## config.mk

```make
export PLATFORM = sky130hd
export DESIGN_NAME = logic_cluster
export DESIGN_NICKNAME = d
export VERILOG_FILES = /design/src/logic/logic_cell.v /design/src/logic/logic_cluster.v
export VERILOG_INCLUDE_DIRS = /design/src /design/src/logic
export SDC_FILE = /design/constraint.sdc
export NUM_CORES = 2
export LEC_CHECK = 0
export BUFFER_PORTS_ARGS = -buffer_cell sky130_fd_sc_hd__buf_2
export CORE_MARGIN = 2
export CORE_UTILIZATION = 45
export DETAILED_ROUTE_END_ITERATION = 16
export GPL_ROUTABILITY_DRIVEN = 0
export PLACE_DENSITY = 0.67
export SKIP_CTS_REPAIR_TIMING = 1
export SYNTH_ARGS = -nofsm -noshare
export SYNTH_HDL_FRONTEND = slang
export SYNTH_HIERARCHICAL = 1
export SYNTH_SLANG_ARGS = --single-unit
```

## constraint.sdc

```tcl
create_clock -name clock_i -period 6.4 [get_ports clock_i]
set_input_delay 0.64 -clock clock_i [delete_from_list [all_inputs] [get_ports clock_i]]
set_output_delay 0.64 -clock clock_i [all_outputs]
set_load 0.005 [all_outputs]
```

## src/logic/logic_cluster_defs.vh

```
`ifndef LOGIC_CLUSTER_DEFS_VH
`define LOGIC_CLUSTER_DEFS_VH

// cluster geometry
`define LC_CELLS 10
`define LC_ROUTE_SRCS 30
`define LC_ROUTE_SEL_W 5
`define LC_ROW_CLOCKS 6
`define LC_ROW_SEL_W 3
`define LC_CLUSTER_CLOCKS 3
`define LC_CLOCK_SOURCES 2
`define LC_ASYNC_CLEARS 2

// control signal budget and status layout
`define LC_CTRL_MAX 10
`define LC_CTRL_CLK_LSB 0
`define LC_CTRL_ENA_LSB 3
`define LC_CTRL_ACLR_LSB 6
`define LC_CTRL_SCLR_BIT 8
`define LC_CTRL_SLOAD_BIT 9

// memory variant
`define LC_MEM_BITS 640
`define LC_MEM_DEPTH 64
`define LC_MEM_ADDR_W 6
`define LC_MEM_WIDE_DEPTH 32
`define LC_MEM_DATA_W 20

// cell clock select code meaning no clock
`define LC_CLK_SEL_NONE 2'h3

// reset values
`define LC_CELL_RESET 1'h0
`define LC_CTRL_RESET 10'h000
`define LC_TICK_RESET 3'h0

`endif

```

## src/logic/logic_cell.v

```verilog
`timescale 1ns/100ps
`include "logic_cluster_defs.vh"

// one cell: register with cluster controls plus a 64 x 1 / 32 x 2 memory slice
module logic_cell #(
  parameter DEPTH = `LC_MEM_DEPTH,
  parameter AW = `LC_MEM_ADDR_W
) (
  input wire clock_i,
  input wire aclr_n_i,
  input wire tick_i,
  input wire sclr_i,
  input wire sload_i,
  input wire load_d_i,
  input wire d_i,
  input wire use_chain_i,
  input wire chain_i,
  input wire mem_en_i,
  input wire mem_wide_i,
  input wire mem_we_i,
  input wire [AW-1:0] wr_addr_i,
  input wire [1:0] wr_data_i,
  input wire [AW-1:0] rd_addr_i,
  output reg q_o,
  output reg [1:0] rd_q_o
);

  reg [DEPTH-1:0] mem;
  reg q_d;

  // next register value: sync clear beats sync load beats data
  always @* begin
    if (sclr_i) begin
      q_d = `LC_CELL_RESET;
    end else if (sload_i) begin
      q_d = load_d_i;
    end else if (use_chain_i) begin
      q_d = chain_i;
    end else begin
      q_d = d_i;
    end
  end

  // async clear overrides clock, enable and sync controls
  always @(posedge clock_i or negedge aclr_n_i) begin
    if (!aclr_n_i) begin
      q_o <= `LC_CELL_RESET;
    end else if (tick_i) begin
      q_o <= q_d;
    end
  end

  // memory write port; storage is not reset, contents are undefined at power up
  always @(posedge clock_i) begin
    if (mem_en_i && mem_we_i) begin
      if (mem_wide_i) begin
        mem[{wr_addr_i[AW-2:0], 1'b0}] <= wr_data_i[0];
        mem[{wr_addr_i[AW-2:0], 1'b1}] <= wr_data_i[1];
      end else begin
        mem[wr_addr_i] <= wr_data_i[0];
      end
    end
  end

  // separate read port, registered; a cell outside memory mode reads zero
  always @(posedge clock_i or negedge aclr_n_i) begin
    if (!aclr_n_i) begin
      rd_q_o <= 2'h0;
    end else if (!mem_en_i) begin
      rd_q_o <= 2'h0;
    end else if (mem_wide_i) begin
      rd_q_o <= {mem[{rd_addr_i[AW-2:0], 1'b1}], mem[{rd_addr_i[AW-2:0], 1'b0}]};
    end else begin
      rd_q_o <= {1'b0, mem[rd_addr_i]};
    end
  end

endmodule // logic_cell

```

## src/logic/logic_cluster.v

```verilog
`timescale 1ns/100ps
`include "logic_cluster_defs.vh"

// Notes on behaviour
// - The cluster holds ten cells that share one control block, local routing and register-chain links.
// - A chain link feeds each cell register's output straight into the next cell's register.
// - In memory use the cluster stores at most 640 bits with one write port and one separate read port.
// - Each memory cell is a 64 x 1 or 32 x 2 slice, and the ten slices make one wider memory.
// - A cell not set up as memory behaves exactly like an ordinary logic cell.
// - Local routing takes the own cells and the left and right neighbours, thirty sources in all.
// - The control block drives at most ten control signals to its cells at once.
// - The controls are three clocks, three clock enables, two async clears, one sync clear and sync load.
// - Up to three cluster clocks come from two clock sources combined with three enables.
// - Each cluster clock is tied to its own enable, so a cell on clock one is gated by enable one.
// - Using both edges of a source costs two of the three cluster clocks.
// - A low clock enable stops its cluster clock so no register on it updates.
// - The two cluster clock sources are taken from six row clock lines and from local routing.
// - Each cell register takes data, clock, enable, sync and async clear and sync load.
// - The cluster controls stay available to the cell registers in every cell mode.
module logic_cluster #(
  parameter CELLS = `LC_CELLS,
  parameter ROWS = `LC_ROW_CLOCKS,
  parameter AW = `LC_MEM_ADDR_W
) (
  input wire clock_i,
  input wire arst_n_i,
  input wire [ROWS-1:0] row_clock_i,
  input wire [CELLS-1:0] left_i,
  input wire [CELLS-1:0] right_i,
  input wire chain_i,
  input wire [5:0] src_row_sel_i,
  input wire [1:0] src_local_i,
  input wire [9:0] src_local_sel_i,
  input wire [2:0] cclk_src_i,
  input wire [2:0] cclk_fall_i,
  input wire [2:0] cluster_clock_gate_i,
  input wire [1:0] aclr_i,
  input wire sclr_i,
  input wire sload_i,
  input wire [19:0] cell_clk_sel_i,
  input wire [9:0] cell_aclr_sel_i,
  input wire [9:0] cell_aclr_use_i,
  input wire [9:0] cell_sclr_use_i,
  input wire [9:0] cell_sload_use_i,
  input wire [49:0] cell_data_sel_i,
  input wire [49:0] cell_load_sel_i,
  input wire [9:0] cell_use_chain_i,
  input wire [9:0] cell_mem_i,
  input wire mem_wide_i,
  input wire mem_we_i,
  input wire [AW-1:0] mem_wr_addr_i,
  input wire [`LC_MEM_DATA_W-1:0] mem_wr_data_i,
  input wire [AW-1:0] mem_rd_addr_i,
  output wire [CELLS-1:0] cell_q_o,
  output wire chain_o,
  output reg [`LC_MEM_DATA_W-1:0] mem_rd_data_o,
  output reg [2:0] cluster_tick_o,
  output reg [`LC_CTRL_MAX-1:0] ctrl_used_o
);

  // pick one of the thirty local routing sources; out of range reads zero
  function route_pick;
    input [`LC_ROUTE_SRCS-1:0] vec;
    input [`LC_ROUTE_SEL_W-1:0] sel;
    begin
      if (sel < `LC_ROUTE_SRCS) begin
        route_pick = vec[sel];
      end else begin
        route_pick = 1'b0;
      end
    end
  endfunction

  // pick one of the row clock lines; out of range reads zero
  function row_pick;
    input [ROWS-1:0] vec;
    input [`LC_ROW_SEL_W-1:0] sel;
    begin
      if (sel < ROWS) begin
        row_pick = vec[sel];
      end else begin
        row_pick = 1'b0;
      end
    end
  endfunction

  wire [CELLS-1:0] q;
  wire [`LC_ROUTE_SRCS-1:0] local_route;
  wire [CELLS:0] chain;
  wire [2*CELLS-1:0] rd_q;
  reg [1:0] src_level;
  reg [1:0] src_prev_q;
  reg [1:0] src_rise;
  reg [1:0] src_fall;
  reg [2:0] tick;
  reg [`LC_CTRL_MAX-1:0] ctrl_used_d;
  reg [`LC_MEM_DATA_W-1:0] rd_data_d;
  integer s;
  integer k;
  integer c;
  integer m;

  // own cells, left and right neighbours on direct links
  assign local_route = {right_i, left_i, q};

  // chain links run cell to cell in order, first cell fed from outside
  assign chain[0] = chain_i;
  assign chain[CELLS:1] = q;
  assign cell_q_o = q;
  assign chain_o = q[CELLS-1];

  // each of the two clock sources comes from a row line or local routing
  always @* begin
    for (s = 0; s < `LC_CLOCK_SOURCES; s = s + 1) begin
      if (src_local_i[s]) begin
        src_level[s] = route_pick(local_route, src_local_sel_i[s*5 +: 5]);
      end else begin
        src_level[s] = row_pick(row_clock_i, src_row_sel_i[s*3 +: 3]);
      end
    end
  end

  // previous source levels for edge detection
  always @(posedge clock_i or negedge arst_n_i) begin
    if (!arst_n_i) begin
      src_prev_q <= 2'h0;
    end else begin
      src_prev_q <= src_level;
    end
  end

  // sources are sampled levels, so edges show as one-cycle ticks
  always @* begin
    src_rise = src_level & ~src_prev_q;
    src_fall = ~src_level & src_prev_q;
  end

  // cluster clocks: source edge gated by the clock's own enable
  always @* begin
    for (k = 0; k < `LC_CLUSTER_CLOCKS; k = k + 1) begin
      if (cclk_fall_i[k]) begin
        tick[k] = src_fall[cclk_src_i[k]] & cluster_clock_gate_i[k];
      end else begin
        tick[k] = src_rise[cclk_src_i[k]] & cluster_clock_gate_i[k];
      end
    end
  end

  // cells and their control hook-up
  genvar g;
  generate
    for (g = 0; g < CELLS; g = g + 1) begin : cell_gen
      wire [1:0] clk_sel = cell_clk_sel_i[2*g +: 2];
      // the enable travels with the chosen clock, never chosen apart from it
      wire cell_tick = (clk_sel == `LC_CLK_SEL_NONE) ? 1'b0 : tick[clk_sel];
      // async clear reaches the cell combinationally, no clock edge needed
      wire cell_aclr = cell_aclr_use_i[g] & aclr_i[cell_aclr_sel_i[g]];
      wire cell_aclr_n = arst_n_i & ~cell_aclr;
      wire [1:0] wr_slice = mem_wide_i ? mem_wr_data_i[2*g +: 2] : {1'b0, mem_wr_data_i[g]};

      logic_cell #(
        .DEPTH(`LC_MEM_DEPTH),
        .AW(AW)
      ) cell_u (
        .clock_i(clock_i),
        .aclr_n_i(cell_aclr_n),
        .tick_i(cell_tick),
        .sclr_i(sclr_i & cell_sclr_use_i[g]),
        .sload_i(sload_i & cell_sload_use_i[g]),
        .load_d_i(route_pick(local_route, cell_load_sel_i[5*g +: 5])),
        .d_i(route_pick(local_route, cell_data_sel_i[5*g +: 5])),
        .use_chain_i(cell_use_chain_i[g]),
        .chain_i(chain[g]),
        .mem_en_i(cell_mem_i[g]),
        .mem_wide_i(mem_wide_i),
        .mem_we_i(mem_we_i & tick[0]),
        .wr_addr_i(mem_wr_addr_i),
        .wr_data_i(wr_slice),
        .rd_addr_i(mem_rd_addr_i),
        .q_o(q[g]),
        .rd_q_o(rd_q[2*g +: 2])
      );
    end
  endgenerate

  // read data: 64 x 10 narrow or 32 x 20 wide, 640 bits either way
  always @* begin
    rd_data_d = {`LC_MEM_DATA_W{1'b0}};
    for (m = 0; m < CELLS; m = m + 1) begin
      if (mem_wide_i) begin
        rd_data_d[2*m +: 2] = rd_q[2*m +: 2];
      end else begin
        rd_data_d[m] = rd_q[2*m];
      end
    end
  end

  // which of the ten control signals some cell is using right now
  always @* begin
    ctrl_used_d = `LC_CTRL_RESET;
    for (c = 0; c < CELLS; c = c + 1) begin
      if (cell_clk_sel_i[2*c +: 2] != `LC_CLK_SEL_NONE) begin
        ctrl_used_d[`LC_CTRL_CLK_LSB + cell_clk_sel_i[2*c +: 2]] = 1'b1;
        ctrl_used_d[`LC_CTRL_ENA_LSB + cell_clk_sel_i[2*c +: 2]] = 1'b1;
      end
      if (cell_aclr_use_i[c]) begin
        ctrl_used_d[`LC_CTRL_ACLR_LSB + cell_aclr_sel_i[c]] = 1'b1;
      end
      if (cell_sclr_use_i[c]) begin
        ctrl_used_d[`LC_CTRL_SCLR_BIT] = 1'b1;
      end
      if (cell_sload_use_i[c]) begin
        ctrl_used_d[`LC_CTRL_SLOAD_BIT] = 1'b1;
      end
    end
  end

  // status and read data registered so every output leaves a flop;
  // the map has exactly ten slots, so the budget cannot be exceeded
  always @(posedge clock_i or negedge arst_n_i) begin
    if (!arst_n_i) begin
      ctrl_used_o <= `LC_CTRL_RESET;
      cluster_tick_o <= `LC_TICK_RESET;
      mem_rd_data_o <= {`LC_MEM_DATA_W{1'b0}};
    end else begin
      ctrl_used_o <= ctrl_used_d;
      cluster_tick_o <= tick;
      mem_rd_data_o <= rd_data_d;
    end
  end

endmodule // logic_cluster

```

* Word level (Yosys, flattened, before mapping) *
Index checks and enable logic that the tools add are counted.

cells by class
  equality and inequality tests = 20
  divide/modulo/power cells = 0
  multiply operators = 0
  add/subtract/negate cells = 20
  magnitude comparators = 140
  shift-type cells = 0
  reduce and logical (&&, ||, !) cells = 43
  bitwise gates (word level) = 90
  multiplexer cells = 419

operator list
  kind                 count
  $bwmux 64            30
  $mux 64              10
  $mux 1               227
  $bmux 1 s5           42
  $mux 10              20
  $or 10x10->10        19
  $lt 5x6->1 const B   22
  $lt 5x5->1 const B   22
  $or 10x4->10         9
  $demux 1 s4          20
  $mux 2               35
  $bmux 1 s6           10
  $lt 2x5->1 const B   10
  $lt 3x5->1 const B   10
  $lt 4x5->1 const B   10
  $and 1x1->1          47
  $logic_and 1x1->1    43
  $lt 6x7->1 const B   6
  $add 3x1->4 const A  10
  $ge 4x1->1 const B   10
  $add 2x2->3 const A  10
  $ge 3x1->1 const B   10
  $lt 2x3->1 const B   10
  $lt 1x2->1 const B   13
  other kinds (15)     77

word-level totals
  bits in writable memories = 0
  output and inout bits = 44
  register bits = 705
  input bits = 274
  bits in latches = 0
  memory bits (read-only) = 0
  memories = 0
  word-level logic and storage cells = 766

* Logic depth before layout (Yosys ltp) *
  depth after elaboration = 64
  depth in mapped cells = 14
  mapped depth without buffers = 11

* Hierarchy *
The synthesis kept the hierarchy.

by module, submodules not included
  module                                instances  sequential area each (um^2)  cells each  area an instance (um^2)
  logic_cell at cell_gen[0].cell_u ...  9          1996.9                       522         4858.4
  logic_cluster                         1          850.8                        811         8758.4
  logic_cell at cell_gen[9].cell_u      1          1996.9                       502         4762.1

* Worst setup path after synthesis *
No wires, ideal clock.

  path type = input to register
  start = input src_local_sel_i[7]
  end = register cell_gen[0].cell_u.mem[63], enable pin
  path slack = 2.419 ns
  data arrival time = 3.667 ns
  library setup time = 0.314 ns
  stages = 13
  required time = 6.086 ns
  path buffers = 3
  cell sequence = clkbuf_1 -> mux4_2 -> or4b_1 -> a41oi_2 -> nand3_1 -> o311a_1 -> nor2_1 -> buf_2 -> and2_1 -> and2_1 -> clkbuf_1 -> nand3_1 -> nor3_1

between the ends
  word-level cells in the longest chain between the ends = 12
  elaborated cells on any way between the ends = 17
  those cells by class = 1 x order compare; 9 x mux; 6 x bitwise; 1 x reduce/logical

RTL lines
  item                                        RTL line             text
  start: declaration                          logic_cluster.v:33   input wire [9:0] src_local_sel_i,
  $bmux 1 s5                                  logic_cluster.v:67   route_pick = vec[sel];
  $mux 1 (not written as such)                logic_cluster.v:67
  $mux 1 (*)                                  logic_cluster.v:66   if (sel < `LC_ROUTE_SRCS) begin
  $mux 1 (*)                                  logic_cluster.v:115  if (src_local_i[s]) begin
  $not 2->2                                   logic_cluster.v:135  src_fall = ~src_level & src_prev_q;
  $and 2x2->2                                 logic_cluster.v:135
  $mux 1 (not written as such) (2 in series)  logic_cluster.v:142  tick[k] = src_fall[cclk_src_i[k]] & cluster_clock_gate_i[k];
  $and 1x1->1                                 logic_cluster.v:142
  $mux 1 (*)                                  logic_cluster.v:141  if (cclk_fall_i[k]) begin
  net tick[0]                                 logic_cluster.v:95   reg [2:0] tick;
  $and 1x1->1 (*)                             logic_cluster.v:176  .mem_we_i(mem_we_i & tick[0]),
  $logic_and 1x1->1 (*)                       logic_cell.v:55      if (mem_en_i && mem_we_i) begin
  end signal: indexed assignment              logic_cell.v:57      mem[{wr_addr_i[AW-2:0], 1'b0}] <= wr_data_i[0];
  end signal: indexed assignment              logic_cell.v:58      mem[{wr_addr_i[AW-2:0], 1'b1}] <= wr_data_i[1];
  end signal: indexed assignment              logic_cell.v:60      mem[wr_addr_i] <= wr_data_i[0];
  end: declaration                            logic_cell.v:28      reg [DEPTH-1:0] mem;

The timed path passes the listed nets; every way through them passes the cells marked *. The select of a mux whose other input is x is not followed.
A chain may end at the register's enable or synchronous reset.

* Worst setup path after layout *
  start = register cell_gen[7].cell_u.q_o
  end = register cell_gen[5].cell_u.mem[32], enable pin

between the ends
  word-level cells in the longest chain between the ends = 12
  elaborated cells on any way between the ends = 20
  those cells by class = 13 x mux; 6 x bitwise; 1 x reduce/logical

RTL lines
  item                                        RTL line             text
  start: declaration                          logic_cell.v:24      output reg q_o,
  start signal: assignment                    logic_cell.v:47      q_o <= `LC_CELL_RESET;
  start signal: assignment                    logic_cell.v:49      q_o <= q_d;
  $bmux 1 s5                                  logic_cluster.v:67
  $mux 1 (not written as such)                logic_cluster.v:67
  $mux 1                                      logic_cluster.v:66
  $mux 1                                      logic_cluster.v:115
  $not 2->2                                   logic_cluster.v:135
  $and 2x2->2                                 logic_cluster.v:135
  $mux 1 (not written as such) (2 in series)  logic_cluster.v:142
  $and 1x1->1                                 logic_cluster.v:142
  $mux 1 (*)                                  logic_cluster.v:141
  $and 1x1->1 (*)                             logic_cluster.v:176
  $logic_and 1x1->1 (*)                       logic_cell.v:55
  end signal: indexed assignment              logic_cell.v:57
  end signal: indexed assignment              logic_cell.v:58
  end signal: indexed assignment              logic_cell.v:60
  end: declaration                            logic_cell.v:28

Mark *: on every way between the ends. The rest lies on a longest branch, timed or not. The select of a mux whose other input is x is not followed.

==> impl_results.md <==
- Async SR Flop Fraction: 9.09%
- Synth Flop Type: edfxtp_1
- Initial cell density of the core: 45.5%
- CP endpoint kind: register
- Final setup viols: 0
- Maxcap violations: 0
- Post-Route WL: 204 mm
- DRC Markers: 0
- H-tree levels: 3
- Failing checks: slew limit
- Post-synth cell types: 66
- Worst Path Required: 6.75 ns
- Clock Tree Root: clkbuf_16
- Most common cell after layout, fill and taps aside: nor2_1
- Most frequent cells in the layout: 1304 x nor2_1, 640 x edfxtp_1, 465 x nand2_1
- Worst EP arrival: 5.57 ns
- Area delta synth->final: 8.82%
- Via/cell ratio: 6.88
- Synth warn: 6
- Initial antenna violation count: 30
- TritonCTS Sinks: 704
- Maximum vdd ir drop: 184 uV
- Worst slack at placement: 1.10 ns
- Die height: 361 um
- Yosys reg bits: 704
- Final ANT Viol Nets: 0
- Leak: 21.5 nW
- Core area: 126000 um^2
- Area leader, netlist: edfxtp_1
- PortBufs: 317
- Worst skew pair latency: 0.70 ns
- WL/cell: 26.7 um
- Total die area: 130000 um^2
- Top cells by area, synth: edfxtp_1 34%, mux4_2 18%, nor2_1 8.6%
- Maximum clock path buffer count: 3
- Detailed placement HPWL: 141 mm
- Layout cell share with drive strength beyond 1: 19.6%
- Slew HR: -1.65%
- Final Hold Viols: 0
- Largest net degree at the start of global routing: 126
- Clock slew at reported path FFs: 0.06 ns
- CTS tree: yes
- CTS Buf Count: 85
- Vias in the first global route: 49500
- Max Slew Vio Count: 1
- First-pass GRT wire length: 309 mm
- Iter 0 DRT Violations: 8696
- Fin crit share: 81.6%
- Die Wd: 361 um
- RSZ-0062 raised after global routing: false
- Clock Skews: 0.0285 ns
- Drt pass-1 iters: 7
- Mapped Area: 57200 um^2
- Setup_tns: 0 ns
- GRT Residual Overflow: 0
- Synthesized Nets: 6321
- Yosys top cell area share: 33.6%
- Post-route minimum period: 5.22 ns
- Via Count: 52700
- Avg Inst Size Synth: 9.52 um^2
- IO Pins: 318
- HP Class: input port to asynchronous set/reset pin
- Max Clk Rate: 191 MHz
- Status: finished, violations left
- Critical path class: register to register
- Post-layout util: 49.5%
- Worst slew pin tran: 1.52 ns
- Max FO, Critical Path: 32
- Seq/Total Area, Yosys: 36.4%
- Number of synthesized flops with an enable pin: 640
- Pwr Total: 12.9 mW
- Pwr dens: 208 nW/um^2
- Synth Instances: 6011
- Setup WS post-layout: 1.18 ns
- Final net count: 6232
- GRT Total Usage: 30.5%
- CP Launch Type: register
- Row count: 130
## flip-flops by register name, summed over array words and instances, names as in the netlist
name / count
cell_gen.cell_u/mem: 640
cell_gen.cell_u/q_o: 10
cell_gen.cell_u/rd_q_o: 20
cluster_tick_o: 3
ctrl_used_o: 9
mem_rd_data_o: 20
src_prev_q: 2
## final cells by class
class	count	area [um^2]
Multi-Input combinational cell	4596	33400
Clock inverter	48	607
Sequential cell	704	20800
Tap cell	1650	2060
Clock buffer	109	2280
Inverter	94	353
Timing Repair Buffer	441	2720
Fill cell	11400	63600
Antenna cell	11	27.5
## Yosys cell counts (30+ instances only)
cell and n:
mux2_2 75, nand3_1 186, ha_1 36, a21oi_1 295
dfrtp_1 64, mux2i_1 186, edfxtp_1 640, nor3_1 149
inv_1 94, and3_1 85, nor2_1 1304, and2_1 91
nor2b_1 78, mux4_2 461, nand2_1 465, o22ai_1 132
or2_2 30, clkbuf_1 480, buf_2 57, nand2b_1 75
o21ai_0 90, a211oi_1 37, a22oi_1 354, a32oi_1 63
buf_4 34, nor4_1 52, a31oi_1 94
## report_power, final
group / internal [mW] / switching [mW]
Clock: 3.01 / 2.13
Combinational: 1.02 / 1.64
Sequential: 5.00 / 0.134
Total: 9.04 / 3.90
## critical path: stages (launching register included)
cell	delay [ns]
dfrtp_1	1.03
mux2i_1	0.16
mux4_2	0.50
a32oi_1	0.23
a41oi_2	0.22
nor2_2	0.18
a31oi_1	0.12
nor2_1	0.11
buf_4	0.21
and2_2	0.62
nand2_1	0.94
nor4_1	0.56
## layer usage
metal  routed length (um)  track usage (%)
met5                  138                0
met2                92400             47.6
met1                73300             39.5
met4                11200             14.4
met3                27300             8.29
## final timing paths
kind | start | to | slack [ns] | cells after the start
worst max-delay path | cell_gen[7].cell_u/q_o | cell_gen[5].cell_u/mem[32] | 1.18 | 11
worst min-delay path | cell_aclr_use_i[2] | cell_gen[2].cell_u/rd_q_o[0] | 0.13 | 3
min in group clock_i | cell_sclr_use_i[7] | ctrl_used_o[8] | 0.21 | 3
worst min register to register | cell_gen[0].cell_u/rd_q_o[0] | mem_rd_data_o[0] | 0.36 | 0
worst max register to register | cell_gen[7].cell_u/q_o | cell_gen[5].cell_u/mem[32] | 1.18 | 11
max in group asynchronous | arst_n_i | cell_gen[6].cell_u/rd_q_o[1] | 4.82 | 3
## cell families after synthesis
kind of cell / count (synthesis) / synth area share, %
AND/OR/NAND/NOR: 2624 / 20.5
AO/OA/AOI/OAI: 1214 / 14.0
multiplexers: 722 / 22.9
buffers and inverters: 711 / 5.40
flip-flops: 704 / 36.4
adder cells (fa/ha/maj): 36 / 0.787
## stage by stage
step                hold WS, ns  std cells  instance area, um^2
finish                    0.125       7653                62300
global placement          0.352       7483                59400
global route              0.104       7649                62300
detailed placement        0.350       7483                59400
CTS                      -0.146       7640                62200
floorplan                 0.331       6011                57200
Power figures use the tool's default switching activity.
